[config.mk]
export PLATFORM = sky130hd
export DESIGN_NAME = rotate_and_return_unit
export DESIGN_NICKNAME = d
export VERILOG_FILES = /design/src/logic/rotate_return_pkg.sv /design/src/logic/rotate_bus_if.sv /design/src/logic/rotate_and_return_unit.sv /design/src/logic/rotate_shifter.sv /design/src/logic/stack_pop_unit.sv
export VERILOG_INCLUDE_DIRS = /design/src /design/src/logic
export SDC_FILE = /design/constraint.sdc
export NUM_CORES = 1
export LEC_CHECK = 0
export ABC_AREA = 1
export ABC_CLOCK_PERIOD_IN_PS = 3200
export BUFFER_PORTS_ARGS = -buffer_cell sky130_fd_sc_hd__buf_2
export CAP_MARGIN = 5
export CORE_ASPECT_RATIO = 0.8
export CORE_UTILIZATION = 58
export DETAILED_ROUTE_END_ITERATION = 6
export PLACE_DENSITY_LB_ADDON = 0.08
export SYNTH_ARGS = -nofsm -noshare
export SYNTH_HDL_FRONTEND = slang
export SYNTH_SLANG_ARGS = --single-unit
[constraint.sdc]
create_clock -name core_clk -period 3.2 [get_ports core_clk]
set_input_delay 0.64 -clock core_clk [delete_from_list [all_inputs] [get_ports core_clk]]
set_output_delay 0.64 -clock core_clk [all_outputs]
set_load 0.005 [all_outputs]
[src/logic/rotate_return_params.svh]
// constants for the rotate and return execution unit
`ifndef ROTATE_RETURN_PARAMS_SVH
`define ROTATE_RETURN_PARAMS_SVH
`define OPC_RET          8'hAF
`define OPC_RL_DIR       8'h90
`define OPC_RL_IND       8'h91
`define OPC_RLC_DIR      8'h10
`define OPC_RLC_IND      8'h11
`define OPC_RR_DIR       8'hE0
`define OPC_RR_IND       8'hE1
`define OPC_RRC_DIR      8'hC0
`define OPC_RRC_IND      8'hC1
`define FLAG_C           7
`define FLAG_Z           6
`define FLAG_S           5
`define FLAG_V           4
`define FLAG_D           3
`define FLAG_H           2
`define SP_STEP          16'h0002
`define ROTATE_CYCLES    4
`define RETURN_CYCLES    8
`define PC_RESET         16'h0000
`define SP_RESET         16'h0000
`endif

[src/logic/rotate_return_pkg.sv]
// types for the rotate and return execution unit
package rotate_return_pkg;
    typedef enum logic [4:0] {
        OP_NONE                  = 5'b00001,
        OP_ROTATE_LEFT           = 5'b00010,
        OP_ROTATE_LEFT_VIA_CARRY = 5'b00100,
        OP_ROTATE_RIGHT          = 5'b01000,
        OP_ROTATE_RIGHT_VIA_CARRY= 5'b10000
    } rotate_op_type;
endpackage

[src/logic/rotate_bus_if.sv]
// interface carrying rotate requests and results between the unit and its shifter
`timescale 1ns/1ps
interface rotate_bus_if;
    import rotate_return_pkg::*;
    rotate_op_type op;
    logic [7:0]    operand;
    logic          carryIn;
    logic [7:0]    result;
    logic          carryOut;
    logic          zeroOut;
    logic          signOut;
    logic          overflowOut;
    modport requester (output op, operand, carryIn, input result, carryOut, zeroOut, signOut, overflowOut);
    modport shifter   (input op, operand, carryIn, output result, carryOut, zeroOut, signOut, overflowOut);
endinterface

[src/logic/rotate_and_return_unit.sv]
// execution unit for the four rotates and the subroutine exit
//
// Summary of operation
// - Subroutine exit loads program counter from stack word; stack pointer grows by two in the same cycle.
// - Byte at stack pointer is the high byte, next byte the low byte.
// - Fetch resumes at restored counter; exit takes nine cycles, flags untouched.
// - Rotate left moves bit 7 to bit 0; opcodes 90/91, four cycles for 90, five for indirect 91.
// - Rotate left via carry: old carry to bit 0, bit 7 to carry.
// - Rotate right moves bit 0 to bit 7; opcodes E0/E1, four cycles for E0, five for indirect E1.
// - Rotate right via carry: old carry to bit 7, bit 0 to carry.
// - Left rotates set carry exactly when the old bit 7 was one.
// - Right rotates set carry exactly when the old bit 0 was one.
// - Zero flag follows the result; decimal-adjust and half-carry flags stay.
// - Sign flag takes bit 7 of the result.
// - Overflow flag set when bit 7 changed across the rotation.
`timescale 1ns/1ps
`include "rotate_return_params.svh"
module rotate_and_return_unit (
    input  wire logic        core_clk,
    input  wire logic        reset_n,
    input  wire logic        issue,
    input  wire logic [7:0]  opcode,
    input  wire logic [7:0]  operandAddr,
    input  wire logic [7:0]  regReadData,
    input  wire logic [7:0]  flagsIn,
    input  wire logic [7:0]  memReadData,
    output logic      [7:0]  regAddr,
    output logic             regRead,
    output logic             regWrite,
    output logic      [7:0]  regWriteData,
    output logic             flagsWrite,
    output logic      [7:0]  flagsOut,
    output logic      [15:0] memAddr,
    output logic             memRead,
    output logic      [15:0] programCounter,
    output logic      [15:0] stackPointer,
    output logic             fetchRequest,
    output logic             busy,
    output logic             illegalOpcode
);
    import rotate_return_pkg::*;

    typedef enum logic [5:0] {
        ST_IDLE     = 6'b000001,
        ST_POINTER  = 6'b000010,
        ST_OPERAND  = 6'b000100,
        ST_WRITE    = 6'b001000,
        ST_RETURN   = 6'b010000,
        ST_FETCH    = 6'b100000
    } state_type;

    state_type     state_q, state_d;
    rotate_op_type op_q;
    logic          indirect_q;
    logic [7:0]    addr_q;
    logic [7:0]    operand_q;
    logic [7:0]    flags_q;
    logic [15:0]   pc_q;
    logic [15:0]   sp_q;
    logic [2:0]    cyc_q;
    logic [7:0]    resultData_q;
    logic [7:0]    flagsOut_q;
    logic          regWrite_q;
    logic          flagsWrite_q;
    logic          illegal_q;

    rotate_bus_if  rotBus();

    // opcode decode
    wire isRl    = (opcode == `OPC_RL_DIR)  || (opcode == `OPC_RL_IND);
    wire isRlc   = (opcode == `OPC_RLC_DIR) || (opcode == `OPC_RLC_IND);
    wire isRr    = (opcode == `OPC_RR_DIR)  || (opcode == `OPC_RR_IND);
    wire isRrc   = (opcode == `OPC_RRC_DIR) || (opcode == `OPC_RRC_IND);
    wire isRet   = (opcode == `OPC_RET);
    wire isRot   = isRl || isRlc || isRr || isRrc;
    wire isInd   = opcode[0];
    wire accept  = issue && (state_q == ST_IDLE);

    rotate_op_type decodedOp;
    assign decodedOp = isRl  ? OP_ROTATE_LEFT :
                       isRlc ? OP_ROTATE_LEFT_VIA_CARRY :
                       isRr  ? OP_ROTATE_RIGHT :
                       isRrc ? OP_ROTATE_RIGHT_VIA_CARRY : OP_NONE;

    // shifter sees the latched operand and the carry as it stood at issue
    assign rotBus.op      = op_q;
    assign rotBus.operand = operand_q;
    assign rotBus.carryIn = flags_q[`FLAG_C];

    rotate_shifter u_shifter (
        .bus (rotBus)
    );

    // new flags: only C, Z, S and V move, D, H and the low bits are kept
    logic [7:0] rotFlags;
    always_comb begin
        rotFlags            = flags_q;
        rotFlags[`FLAG_C]   = rotBus.carryOut;
        rotFlags[`FLAG_Z]   = rotBus.zeroOut;
        rotFlags[`FLAG_S]   = rotBus.signOut;
        rotFlags[`FLAG_V]   = rotBus.overflowOut;
    end

    // stack pop helper
    logic        popDone;
    logic [15:0] popPc;
    logic [15:0] popSp;
    logic [15:0] popAddr;
    logic        popRead;
    wire         popStart = accept && isRet;

    stack_pop_unit u_pop (
        .core_clk         (core_clk),
        .reset_n          (reset_n),
        .start            (popStart),
        .stackPointerIn   (sp_q),
        .memData          (memReadData),
        .memAddr          (popAddr),
        .memRead          (popRead),
        .done             (popDone),
        .poppedPc         (popPc),
        .nextStackPointer (popSp)
    );

    // rotate timing: issue, operand read, then two write-state cycles; indirect adds the pointer read
    wire rotLast = (cyc_q == 3'(`ROTATE_CYCLES - 3));

    always_comb begin
        state_d = state_q;
        unique case (state_q)
            ST_IDLE: begin
                if (accept && isRot) begin
                    state_d = isInd ? ST_POINTER : ST_OPERAND;
                end else if (accept && isRet) begin
                    state_d = ST_RETURN;
                end
            end
            ST_POINTER: begin
                state_d = ST_OPERAND;
            end
            ST_OPERAND: begin
                state_d = ST_WRITE;
            end
            ST_WRITE: begin
                if (rotLast) begin
                    state_d = ST_IDLE;
                end
            end
            ST_RETURN: begin
                if (popDone) begin
                    state_d = ST_FETCH;
                end
            end
            ST_FETCH: begin
                state_d = ST_IDLE;
            end
            default: begin
                state_d = ST_IDLE;
            end
        endcase
    end

    // register file port: pointer read, operand read, then write back
    assign regRead = (state_q == ST_IDLE && accept && isRot) || (state_q == ST_POINTER);
    // in the pointer cycle the pointer value itself addresses the operand read
    wire   ptrCycle = (state_q == ST_POINTER);
    assign regAddr = (state_q == ST_IDLE) ? operandAddr :
                     ptrCycle             ? regReadData : addr_q;

    always_ff @(posedge core_clk) begin
        if (!reset_n) begin
            state_q <= ST_IDLE;
        end else begin
            state_q <= state_d;
        end
    end

    always_ff @(posedge core_clk) begin
        if (!reset_n) begin
            op_q       <= OP_NONE;
            indirect_q <= 1'b0;
            addr_q     <= 8'h00;
            flags_q    <= 8'h00;
        end else if (accept) begin
            op_q       <= decodedOp;
            indirect_q <= isInd;
            addr_q     <= operandAddr;
            flags_q    <= flagsIn;
        end else if (state_q == ST_POINTER) begin
            addr_q     <= regReadData;
        end
    end

    // operand arrives one cycle after the read strobe
    always_ff @(posedge core_clk) begin
        if (!reset_n) begin
            operand_q <= 8'h00;
        end else if (state_q == ST_OPERAND && !(indirect_q && regRead)) begin
            operand_q <= regReadData;
        end
    end

    always_ff @(posedge core_clk) begin
        if (!reset_n) begin
            cyc_q <= 3'd0;
        end else if (accept) begin
            cyc_q <= 3'd0;
        end else if (state_q == ST_WRITE) begin
            cyc_q <= cyc_q + 3'd1;
        end
    end

    // result and flags are captured in the first write cycle and written once, in the second
    wire writeNow = (state_q == ST_WRITE) && (cyc_q == 3'd0);

    always_ff @(posedge core_clk) begin
        if (!reset_n) begin
            resultData_q <= 8'h00;
            flagsOut_q   <= 8'h00;
            regWrite_q   <= 1'b0;
            flagsWrite_q <= 1'b0;
        end else begin
            regWrite_q   <= writeNow;
            flagsWrite_q <= writeNow;
            if (writeNow) begin
                resultData_q <= rotBus.result;
                flagsOut_q   <= rotFlags;
            end
        end
    end

    // the pointer register itself is never rewritten; only addr_q is targeted
    assign regWrite     = regWrite_q;
    assign regWriteData = resultData_q;
    assign flagsWrite   = flagsWrite_q;
    assign flagsOut     = flagsOut_q;

    always_ff @(posedge core_clk) begin
        if (!reset_n) begin
            pc_q <= `PC_RESET;
            sp_q <= `SP_RESET;
        end else if (popDone) begin
            pc_q <= popPc;
            sp_q <= popSp;
        end
    end

    always_ff @(posedge core_clk) begin
        if (!reset_n) begin
            illegal_q <= 1'b0;
        end else begin
            illegal_q <= issue && (state_q == ST_IDLE) && !isRot && !isRet;
        end
    end

    assign memAddr        = popAddr;
    assign memRead        = popRead;
    assign programCounter = pc_q;
    // the fetch strobe follows the pop, so it names the restored address
    assign fetchRequest   = (state_q == ST_FETCH);
    assign busy           = (state_q != ST_IDLE);
    assign illegalOpcode  = illegal_q;
    assign stackPointer   = sp_q;
endmodule

[src/logic/rotate_shifter.sv]
// combinational one-bit rotator with flag generation
`timescale 1ns/1ps
module rotate_shifter (
    rotate_bus_if.shifter bus
);
    import rotate_return_pkg::*;
    logic [7:0] res;
    logic       cy;
    always_comb begin
        res = bus.operand;
        cy  = bus.carryIn;
        unique case (bus.op)
            OP_NONE: begin
                res = bus.operand;
                cy  = bus.carryIn;
            end
            OP_ROTATE_LEFT: begin
                res = {bus.operand[6:0], bus.operand[7]};
                cy  = bus.operand[7];
            end
            OP_ROTATE_LEFT_VIA_CARRY: begin
                res = {bus.operand[6:0], bus.carryIn};
                cy  = bus.operand[7];
            end
            OP_ROTATE_RIGHT: begin
                res = {bus.operand[0], bus.operand[7:1]};
                cy  = bus.operand[0];
            end
            OP_ROTATE_RIGHT_VIA_CARRY: begin
                res = {bus.carryIn, bus.operand[7:1]};
                cy  = bus.operand[0];
            end
        endcase
    end
    assign bus.result      = res;
    assign bus.carryOut    = cy;
    assign bus.zeroOut     = (res == 8'h00);
    assign bus.signOut     = res[7];
    assign bus.overflowOut = res[7] ^ bus.operand[7];
endmodule

[src/logic/stack_pop_unit.sv]
// pops a two-byte return address, high byte first, and advances the stack pointer
`timescale 1ns/1ps
`include "rotate_return_params.svh"
module stack_pop_unit (
    input  wire logic        core_clk,
    input  wire logic        reset_n,
    input  wire logic        start,
    input  wire logic [15:0] stackPointerIn,
    input  wire logic [7:0]  memData,
    output logic      [15:0] memAddr,
    output logic             memRead,
    output logic             done,
    output logic      [15:0] poppedPc,
    output logic      [15:0] nextStackPointer
);
    logic [3:0]  count_q;
    logic [15:0] sp_q;
    logic [7:0]  hi_q;
    logic [7:0]  lo_q;
    wire         busy      = (count_q != 4'd0);
    wire         readHigh  = (count_q == 4'd1);
    wire         readLow   = (count_q == 4'd3);
    wire         takeHigh  = (count_q == 4'd2);
    wire         takeLow   = (count_q == 4'd4);
    wire         lastCycle = (count_q == 4'(`RETURN_CYCLES - 1));
    always_ff @(posedge core_clk) begin
        if (!reset_n) begin
            count_q <= 4'd0;
            sp_q    <= 16'h0000;
            hi_q    <= 8'h00;
            lo_q    <= 8'h00;
        end else begin
            if (start && !busy) begin
                count_q <= 4'd1;
                sp_q    <= stackPointerIn;
            end else if (lastCycle) begin
                count_q <= 4'd0;
            end else if (busy) begin
                count_q <= count_q + 4'd1;
            end
            if (takeHigh) begin
                hi_q <= memData;
            end
            if (takeLow) begin
                lo_q <= memData;
            end
        end
    end
    assign memRead          = readHigh || readLow;
    assign memAddr          = readLow ? (sp_q + 16'h0001) : sp_q;
    assign done             = lastCycle;
    assign poppedPc         = {hi_q, lo_q};
    assign nextStackPointer = sp_q + `SP_STEP;
endmodule

Word level (Yosys, flattened, before mapping)
Index checks and enable logic that the tools add are counted.
Cells by class
  $add $sub $neg: 4
  multiply operators: 0
  divide/modulo/power cells: 0
  $lt $le $gt $ge: 0
  equal/unequal tests: 30
  shift operators: 0
  muxes and demuxes: 19
  bitwise gates (word level): 2
  reductions and logical operators: 33
Operator list (count)
  equality test 8 bit (second input constant): 7
  case mux 8 bit (5 select lines): 1
  case mux 6 bit (5 select lines): 1
  two-way mux 6 bit: 4
  two-way mux 8 bit: 3
  two-way mux 5 bit: 4
  adder 16 x 1 -> 16 bit (second input constant): 1
  adder 16 x 2 -> 16 bit (second input constant): 1
  equality test 8 x 5 -> 1 bit (second input constant): 2
  two-way mux 16 bit: 1
  logical AND 1 bit: 11
  logical OR 1 bit: 9
  equality test 4 x 2 -> 1 bit (second input constant): 2
  equality test 4 x 3 -> 1 bit (second input constant): 2
  logical NOT 8 bit: 1
  equality test 6 x 1 -> 1 bit (second input constant): 1
  equality test 6 x 2 -> 1 bit (second input constant): 1
  equality test 6 x 3 -> 1 bit (second input constant): 1
  equality test 6 x 4 -> 1 bit (second input constant): 1
  equality test 6 x 5 -> 1 bit (second input constant): 1
  equality test 6 bit (second input constant): 1
  != test 6 x 1 -> 1 bit (second input constant): 1
  OR reduction 2 bit: 3
  equality test 5 x 1 -> 1 bit (second input constant): 1
  21 further kinds: 27
Storage, ports and cells
  register bits after elaboration: 125
  bits in latches: 0
  bits in writable memories: 0
  ROM bits: 0
  input port bits: 43
  output and inout port bits: 79
  memories: 0

Logic depth before layout (Yosys ltp)
Gate-level depths: netlist (run 1).
  word-level depth: 10
  gate-level depth with buffers: 12
  gate-level depth less buffers: 12

Modules after synthesis
A second synthesis (run 1) with hierarchy kept.
Unflattened totals
  cells, all modules: 873
  area total of the unflattened synthesis: 6154.7 µm²
By module, submodules not included
  rotate_and_return_unit: instances 1, cells an instance 473, area each 3503.4 µm², sequential area each 1701.6 µm²
  stack_pop_unit: instances 1, cells an instance 294, area each 2099.5 µm², sequential area each 720.7 µm²
  rotate_shifter: instances 1, cells an instance 106, area each 551.8 µm², sequential area each 0.0 µm²

Worst setup path after synthesis (run 1)
OpenSTA, ideal clock, no wires.
  kind: flip-flop to output port
  start: register u_pop.count_q[0]
  end: output port memAddr[14]
  data arrival time: 1466 ps
  data required time: 2560 ps
  slack: 1094 ps
  cell stages (with the launch flop): 10
  path buffers: 0
  cells stage by stage: dfxtp_1 > ha_1 > nand2_2 > nor2_2 > nand3_1 > nor2_1 > inv_1 > nor2_1 > nand2_1 > xor2_1
Between the ends
  word-level cells in the longest chain between the ends: 2
RTL lines
  start, declared: line stack_pop_unit.sv:16  | logic [3:0] count_q;
  start signal, assigned: line stack_pop_unit.sv:39  | count_q <= count_q + 4'd1;
  equality test 4 x 2 -> 1 bit: line stack_pop_unit.sv:22  | wire readLow = (count_q == 4'd3);
  two-way mux 16 bit: line stack_pop_unit.sv:50  | assign memAddr = readLow ? (sp_q + 16'h0001) : sp_q;
  end, declared: line rotate_and_return_unit.sv:33  | output logic [15:0] memAddr,
No other way between the ends.

Worst setup path in the final report (run 1)
  start: register u_pop.count_q[0]
  end: output port memAddr[12]
Same word-level chain as after synthesis.

==> results.ini, run 1 <==
[status]
outcome=finished with violations
violations=DRC

[critical_path]
reg2reg_depth=6
worst-r2r-setup-slack_ps=910
start_kind=flop
max_stage_delay_ps=440
crit_chain=ha_1 -> nand2_2 -> nor2_2 -> nand3_1 -> nor2_1 -> inv_1 -> nor2_1 -> nand2_1 -> xor2_1 -> buf_2
r2r_start=u_pop.count_q[0]
arrival_ps=2280
regToRegEndpoint=stackPointer[9]
crit_path_frequent_cell=nor2_1
worst_setup_path_end_kind=output pin
path_class=flop to output pin
crit_slowest_cell=dfxtp_1
crit_fanout=6
cp.required_ps=2560

[placed_design]
place_area_mm2=0.006187
place_ws_ps=742.7
dp_hpwl_mm=9.710
port_buffers=118
place_congestion=0.8687

[synth]
postSynthCellCount=755
synth_area_leaders=dfxtp_1 43%, o21ai_0 10%, nor2_1 7.6%, a21oi_1 6.1%, inv_1 5.8%
ys_seq_area_share_pct=43.29
yosys.area.top_type_share_pct=43.29
ys_types=37
yosysTopAreaCell=dfxtp_1
synth_area_per_cell_um2=7.350
synth_top_family_by_area=simple AND/OR/NAND/NOR gates
synthAdderAreaFrac_pct=2.029
synth_compound_area_share_pct=18.65
synth-xor-area-share_pct=2.841
yosysWarnings=0
yosys.area_share.simple_pct=22.68
synth_fp_nets=807
synthesis.area_mm2=0.005549
synthMuxAreaShare_pct=1.443
synth_seq_cells=120

[sta]
grt_setup_unrepaired=false
final.min_clock_period_ps=2916
timing.hold.ws_ps=449.2
worstMarginPinSlew_ps=753.0
finalSetupTns_ps=0
finClkSkew_ps=6.128
fmaxAchievable_mhz=342.9
hold_viol_final=0
maxSlewHeadroom_pct=49.65
layout_setup_ws_ps=284.1
fin_crit_sh_pct=91.12
maxSlewViolCount=0
finalSetupViolations=0

[clock_network]
post-cts-setup-buffers=0
cts_tree=built
cts_made_buffers=17
cts.root.buffer_cell=clkbuf_16
clock_path_buffers=2
cts_resized=0
hold_buffers=0
clk_pin_slew_ps=60
clock-sinks=120
htreeDepth=4
insertion_delay_ps=410

[floorplanning]
dieArea_mm2=0.009965
die_height_um=89.49
ios=122
die_w_um=111.4
coreArea_mm2=0.009154
rows=31
start_util_pct=60.62

[pwr]
p_leak_uw=0.003236
p_per_area_mw_per_mm2=615.1
pwr-share-clk_pct=47.5
vdd_ir_drop_max_mv=0.4850
internal_power_uw=3046
p_switching_uw=1141
switching_share_pct=27.25
combPwrFrac_pct=13.2
p_seq_share_pct=39.3

[cells_and_area]
diodes=0
drive_gt1_share_pct=21.14
synthToLayoutAreaGrowth_pct=22.68
final_core_util_pct=74.37
nets=914
final_cell_area_mm2=0.006808

[drt]
drc=20
wl_per_cell_um=14.42
drtPass1Iterations=7
vias=5482
route.final.wire_length_mm=14.27
drt-initial-drc-count=405
ant_nets=0
avgViaCountPerCell=5.537

[global_route]
grt_use_total_pct=29.39
grt_first_pass_wirelength_mm=23.16
gr-total-overflow=0
grt_pass1_vias=4854
antenna_found_initial=0
grt_start_max_net_pins=60

[hold_path]
hp-class=flop to flop
holdCritStartpoint=u_pop.lo_q[4]
whs_path_depth=2
min_to=programCounter[4]

[flow_run]
drv_cap=0

[logic make-up (layout without fill, tap and decap cells)]
kind of cell | count (synthesis) | count (layout)
AND/OR/NAND/NOR | 274 | 274
AO/OA/AOI/OAI | 198 | 198
buffers and inverters | 128 | 248
flip-flops | 120 | 120
XOR/XNOR | 18 | 18
adder cells (fa/ha/maj) | 9 | 9
multiplexers | 8 | 8
[flip-flops by register name, indices dropped and copies added, names as in the netlist]
name and count:
programCounter 16, stackPointer 16, u_pop.sp_q 16, addr_q 8
flagsOut 8, operand_q 8, u_pop.hi_q 8, u_pop.lo_q 8
regWriteData 7, state_q 6, flags_q 5, op_q 5
u_pop.count_q 4, cyc_q 3, flagsWrite 1, illegalOpcode 1
[critical path: cells and delay by family (launching register included)]
kind                     cells  cell delay, ps
XOR/XNOR                     1             140
flip-flops                   1             440
adder cells (fa/ha/maj)      1             250
buffers and inverters        2             210
AND/OR/NAND/NOR              6             800
[cell usage in the layout, fill, tap and decap left out, drive strengths merged]
cell type,Yosys,routed
or2,1,1
nand4,26,26
dfxtp,120,120
o32ai,1,1
nor3,7,7
o311ai,1,1
clkbuf,22,19
ha,9,9
buf,13,123
mux2i,8,8
nor4b,1,1
and2,1,1
o221ai,2,2
nand3,24,24
o22ai,1,1
bufinv,0,3
xnor2,1,1
o2111ai,1,1
o211a,1,1
nand3b,3,3
a31oi,3,3
inv,93,95
o211ai,1,1
a211oi,2,2
nand2,87,87
clkinvlp,0,5
nor2,124,124
clkinv,0,3
o21ai,117,117
xor2,17,17
a21oi,68,68
[layer usage]
layer	GRT usage (%)	share of wire [%]	up-vias
li1	-	-	2698
met1	38.89	45	2540
met2	48.24	46	218
met3	5.966	6.6	26
met4	10.93	1.6	0
met5	0	0	-
[worst max path at each step]
stage / start / endpoint / slack [ps] / cells after the start
global placement: u_pop.sp_q[1] / memAddr[15] / 770 / 10
CTS: u_pop.sp_q[1] / memAddr[15] / 290 / 10
floorplan: u_pop.count_q[0] / memAddr[14] / 1090 / 9
global route: u_pop.count_q[0] / memAddr[12] / 110 / 10
finish: u_pop.count_q[0] / memAddr[12] / 280 / 10
detailed placement: u_pop.sp_q[1] / memAddr[15] / 740 / 10
[power by group through the flow]
| stage | combinational (µW) | clock (µW) | sequential [µW] |
|---|---|---|---|
| global route | 628 | 2070 | 1660 |
| detailed placement | 538 | 0 | 1670 |
| finish | 553 | 1990 | 1650 |
| CTS | 546 | 1990 | 1640 |
| global placement | 521 | 0 | 1670 |
| floorplan | 377 | 0 | 1660 |
[cells in the mapped netlist]
master     instances
a31oi_1            3
buf_2              9
nand3b_1           3
o311ai_0           1
xor2_1            17
inv_2              7
o32ai_2            1
mux2i_1            8
nor2_1           113
o21ai_1            1
and2_0             1
nor3_1             7
ha_1               9
o211ai_1           1
nand2_2            5
xnor2_1            1
buf_1              1
o2111ai_1          1
o22ai_1            1
nor2_4             6
nand4_4            1
buf_4              3
nand4_1           25
a21oi_1           68
dfxtp_1          120
nand3_2            4
nor2_2             5
nor4b_1            1
o21ai_0          116
o211a_1            1
a211oi_1           2
inv_1             86
nand3_1           20
nand2_1           82
clkbuf_1          22
or2_0              1
o221ai_1           2
[stage by stage]
| stage | instances | power (µW) |
|---|---|---|
| after floorplan | 755 | 2040 |
| after global placement | 958 | 2191 |
| after detailed placement | 958 | 2212 |
| after CTS | 990 | 4181 |
| after global routing | 990 | 4354 |
| final | 990 | 4187 |
[area by class of cell]
class	instances	area, µm²
tap	115	143.9
clock buffer	19	452.9
timing repair buffer	123	640.6
sequential	120	2402
fill	718	2346
multi-input combinational	507	2651
inverter	93	349.1
clock inverter	13	167.7
Note: power is estimated with default switching activity, not from simulation.
==> inputs of run 2 (changes only) <==
--- a/config.mk
+++ b/config.mk
@@ -6,13 +6,13 @@
 export SDC_FILE = /design/constraint.sdc
 export NUM_CORES = 1
 export LEC_CHECK = 0
-export ABC_AREA = 1
 export ABC_CLOCK_PERIOD_IN_PS = 3200
 export BUFFER_PORTS_ARGS = -buffer_cell sky130_fd_sc_hd__buf_2
 export CAP_MARGIN = 5
 export CORE_ASPECT_RATIO = 0.8
-export CORE_UTILIZATION = 58
+export CORE_UTILIZATION = 59
 export DETAILED_ROUTE_END_ITERATION = 6
+export HOLD_SLACK_MARGIN = 0.08
 export PLACE_DENSITY_LB_ADDON = 0.08
 export SYNTH_ARGS = -nofsm -noshare
 export SYNTH_HDL_FRONTEND = slang
==> run 2 against run 1 <==
  * The flow still finishes with violations (DRC)
  * Wire length fell by 5.2%
  * Non-clock buffer count rose by 4
  * Final area barely moved
  * First-iteration DRC count fell by 4.4%
  * Register-to-register slack got worse by 190 ps
  * Global-route usage fell by 1.0 points
  * Synthesized cell count fell by 10%
  * Largest cell class unchanged
  * Largest power group unchanged
  * Highest routed layer unchanged
==> results.ini, run 2 <==
[critical_path]
regToRegEndpoint=state_q[5]
worst-r2r-setup-slack_ps=720  ; -190 ps
reg2reg_depth=5  ; -1
worst_setup_path_end_kind=output pin
r2r_start=u_pop.count_q[2]
start_kind=flop
cp.required_ps=2560  ; about the same
crit_fanout=8  ; +2
arrival_ps=2310  ; +30 ps
path_class=flop to output pin

[placed_design]
dp_hpwl_mm=9.239  ; -4.8%
place_congestion=0.8822  ; +1.6%
port_buffers=118  ; unchanged
dp_cells=870  ; -9.2%
place_ws_ps=586.8  ; -155.9 ps

[pwr]
p_leak_uw=0.002964  ; -8.4%
p_switching_uw=961.0  ; -16%
switching_share_pct=25.42  ; -1.8 points
p_per_area_mw_per_mm2=554.9  ; -9.8%
fin_total_pwr_uw=3781  ; -9.7%
vdd_ir_drop_max_mv=0.4633  ; -4.5%
pwr-share-clk_pct=50.3  ; +2.8 points
p_seq_share_pct=41.1  ; +1.8 points
internal_power_uw=2820  ; -7.4%
combPwrFrac_pct=8.6  ; -4.6 points

[synth]
synth_enable_flop_cells=0  ; unchanged
yosysMostFrequentCell=dfxtp_1
synth_area_per_cell_um2=8.289  ; +13%
ys_types=63  ; +70%
synth_seq_cells=120  ; unchanged
postSynthCellCount=679  ; -10%
yosysTopAreaCell=dfxtp_1
yosysWarnings=0  ; unchanged
yosys.area.top_type_share_pct=42.69  ; -0.61 points
synth_fp_nets=731  ; -9.4%
synth_flop_cell=dfxtp_1
synth_area_leaders=dfxtp_1 43%, nand2_1 6.9%, mux2i_1 6.2%, a21oi_1 6.0%, nor2_1 5.7%
synthTopCellsByCount=120 x dfxtp_1, 103 x nand2_1, 86 x nor2_1
synth-async-reset-ratio_pct=0  ; unchanged
ys_seq_area_share_pct=42.69  ; -0.61 points
synthesis.area_mm2=0.005628  ; +1.4%

[floorplanning]
coreArea_mm2=0.009154  ; unchanged
dieArea_mm2=0.009936  ; -0.29%
die_height_um=89.36  ; -0.15%
ios=122  ; unchanged
die_w_um=111.2  ; -0.15%
rows=31  ; unchanged
start_util_pct=61.48  ; +0.86 points

[global_route]
grt_start_max_net_pins=72  ; +20%
grt_use_total_pct=28.34  ; -1.0 points
antenna_found_initial=0  ; unchanged
gr-total-overflow=0  ; unchanged
grt_first_pass_wirelength_mm=22.01  ; -4.9%
grt_pass1_vias=4540  ; -6.5%

[sta]
layout_setup_ws_ps=250.3  ; -33.77 ps
finalSetupTns_ps=0  ; unchanged
fin_crit_sh_pct=92.18  ; +1.1 points
finalSetupViolations=0  ; unchanged
worstMarginPinSlew_ps=815.5  ; +62.43 ps
grt_setup_unrepaired=false
maxSlewViolCount=0  ; unchanged
timing.hold.ws_ps=448.8  ; -0.4320 ps
maxSlewHeadroom_pct=45.64  ; -4.0 points
final.min_clock_period_ps=2950  ; +33.77 ps
finClkSkew_ps=9.013  ; +2.885 ps
fmaxAchievable_mhz=339.0  ; -1.1%
hold_viol_final=0  ; unchanged

[cells_and_area]
drive_gt1_share_pct=21.80  ; +0.66 points
final_common_cell=dfxtp_1
instances_no_fill=904  ; -8.7%
multi_input_area_mm2=0.002954  ; +11%
nets=828  ; -9.4%
final_cell_mix=120 x dfxtp_1, 118 x buf_2, 103 x nand2_1
diodes=0  ; unchanged
synthToLayoutAreaGrowth_pct=21.08
seqCellArea_mm2=0.002402  ; unchanged
fill_cells=711  ; -0.97%

[drt]
wl_per_cell_um=14.96  ; +3.8%
avgViaCountPerCell=5.659  ; +2.2%
drc=16  ; -20%
ant_nets=0  ; unchanged
vias=5116  ; -6.7%
drt-initial-drc-count=387  ; -4.4%
route.final.wire_length_mm=13.52  ; -5.2%
drtPass1Iterations=7  ; unchanged

[status]
violations=DRC
outcome=finished with violations

[clock_network]
hold_buffers=0  ; unchanged
insertion_delay_ps=420  ; about the same
cts.root.buffer_cell=clkbuf_16
clock-sinks=120  ; unchanged
cts_tree=built
htreeDepth=4  ; unchanged
clk_pin_slew_ps=60  ; about the same
clock_path_buffers=2  ; unchanged
cts_made_buffers=17  ; unchanged

[hold_path]
hp-class=flop to flop
holdCritStartpoint=u_pop.lo_q[1]
whs_path_depth=2  ; unchanged
min_to=programCounter[1]

[flow_run]
drv_cap=0  ; unchanged

==> run 2: timing repair <==
| item | in CTS | in global routing |
|---|---|---|
| gates resized for setup | 0 | 1 |
| endpoints found under the setup margin | 0 | 9 |
| buffers inserted | 0 | 2 |
==> run 2: power by group through the flow <==
stage                     registers [µW]  logic (µW)  clock network [µW]
after floorplan                     1580         207                   0
after detailed placement            1590         320                   0
final                               1560         324                1900
after CTS                           1550         321                1920
after global routing                1560         359                2000
after global placement              1580         309                   0
==> run 2: cells by family (layout without fill, tap and decap cells) <==
group,Yosys count,after routing,share of synthesized area (%)
xor gates and xnor gates,35,35,5.580
adders and majority gates,9,9,2.001
and+or+nand+nor,283,283,23.99
muxes,36,36,6.425
DFF,120,120,42.69
AOI/OAI and AO/OA,134,134,14.41
buffers and inverters,62,172,4.913
==> run 2: area by class of cell <==
class                      count  share of cell area, %
tap                          115                  2.112
multi-input combinational    497                  43.35
clock inverter                14                  2.424
clock buffer                  18                  6.298
timing repair buffer         127                  9.842
inverter                      13                 0.7161
sequential                   120                  35.26
==> run 2: routing by layer <==
layer | share of wire [%] | global-route usage, % | up-vias | wire, µm
li1 | - | - | 2550 | -
met1 | 48 | 37.74 | 2378 | 6465
met2 | 45 | 44.60 | 165 | 6101
met3 | 5.2 | 6.983 | 23 | 702
met4 | 1.9 | 11.79 | 0 | 254
met5 | 0 | 0 | - | 0
==> run 2: how the worst max path moves through the flow <==
stage / from / to / slack [ps] / depth (start not counted)
final: u_pop.count_q[1] / memAddr[12] / 250 / 7
after detailed placement: state_q[2] / regAddr[0] / 590 / 5
after global routing: u_pop.count_q[1] / memAddr[12] / 50 / 7
after floorplan: u_pop.count_q[0] / memAddr[12] / 1060 / 6
after global placement: u_pop.count_q[1] / memAddr[12] / 710 / 7
after CTS: state_q[2] / regAddr[0] / 140 / 5
==> run 2: per-stage QoR <==
stage | util, % | instance area (µm²)
floorplan | - | 5628
global placement | 67.76 | 6202
detailed placement | 67.76 | 6202
CTS | 74.25 | 6797
global route | 74.44 | 6814
finish | 74.44 | 6814
==> run 2: critical path, stage by stage (launching register included) <==
cell and delay (ps):
dfxtp_1 380, ha_2 280, nand4bb_1 170, nor2_1 230
nand3_1 240, nor3_1 250, xor2_1 190, buf_2 140
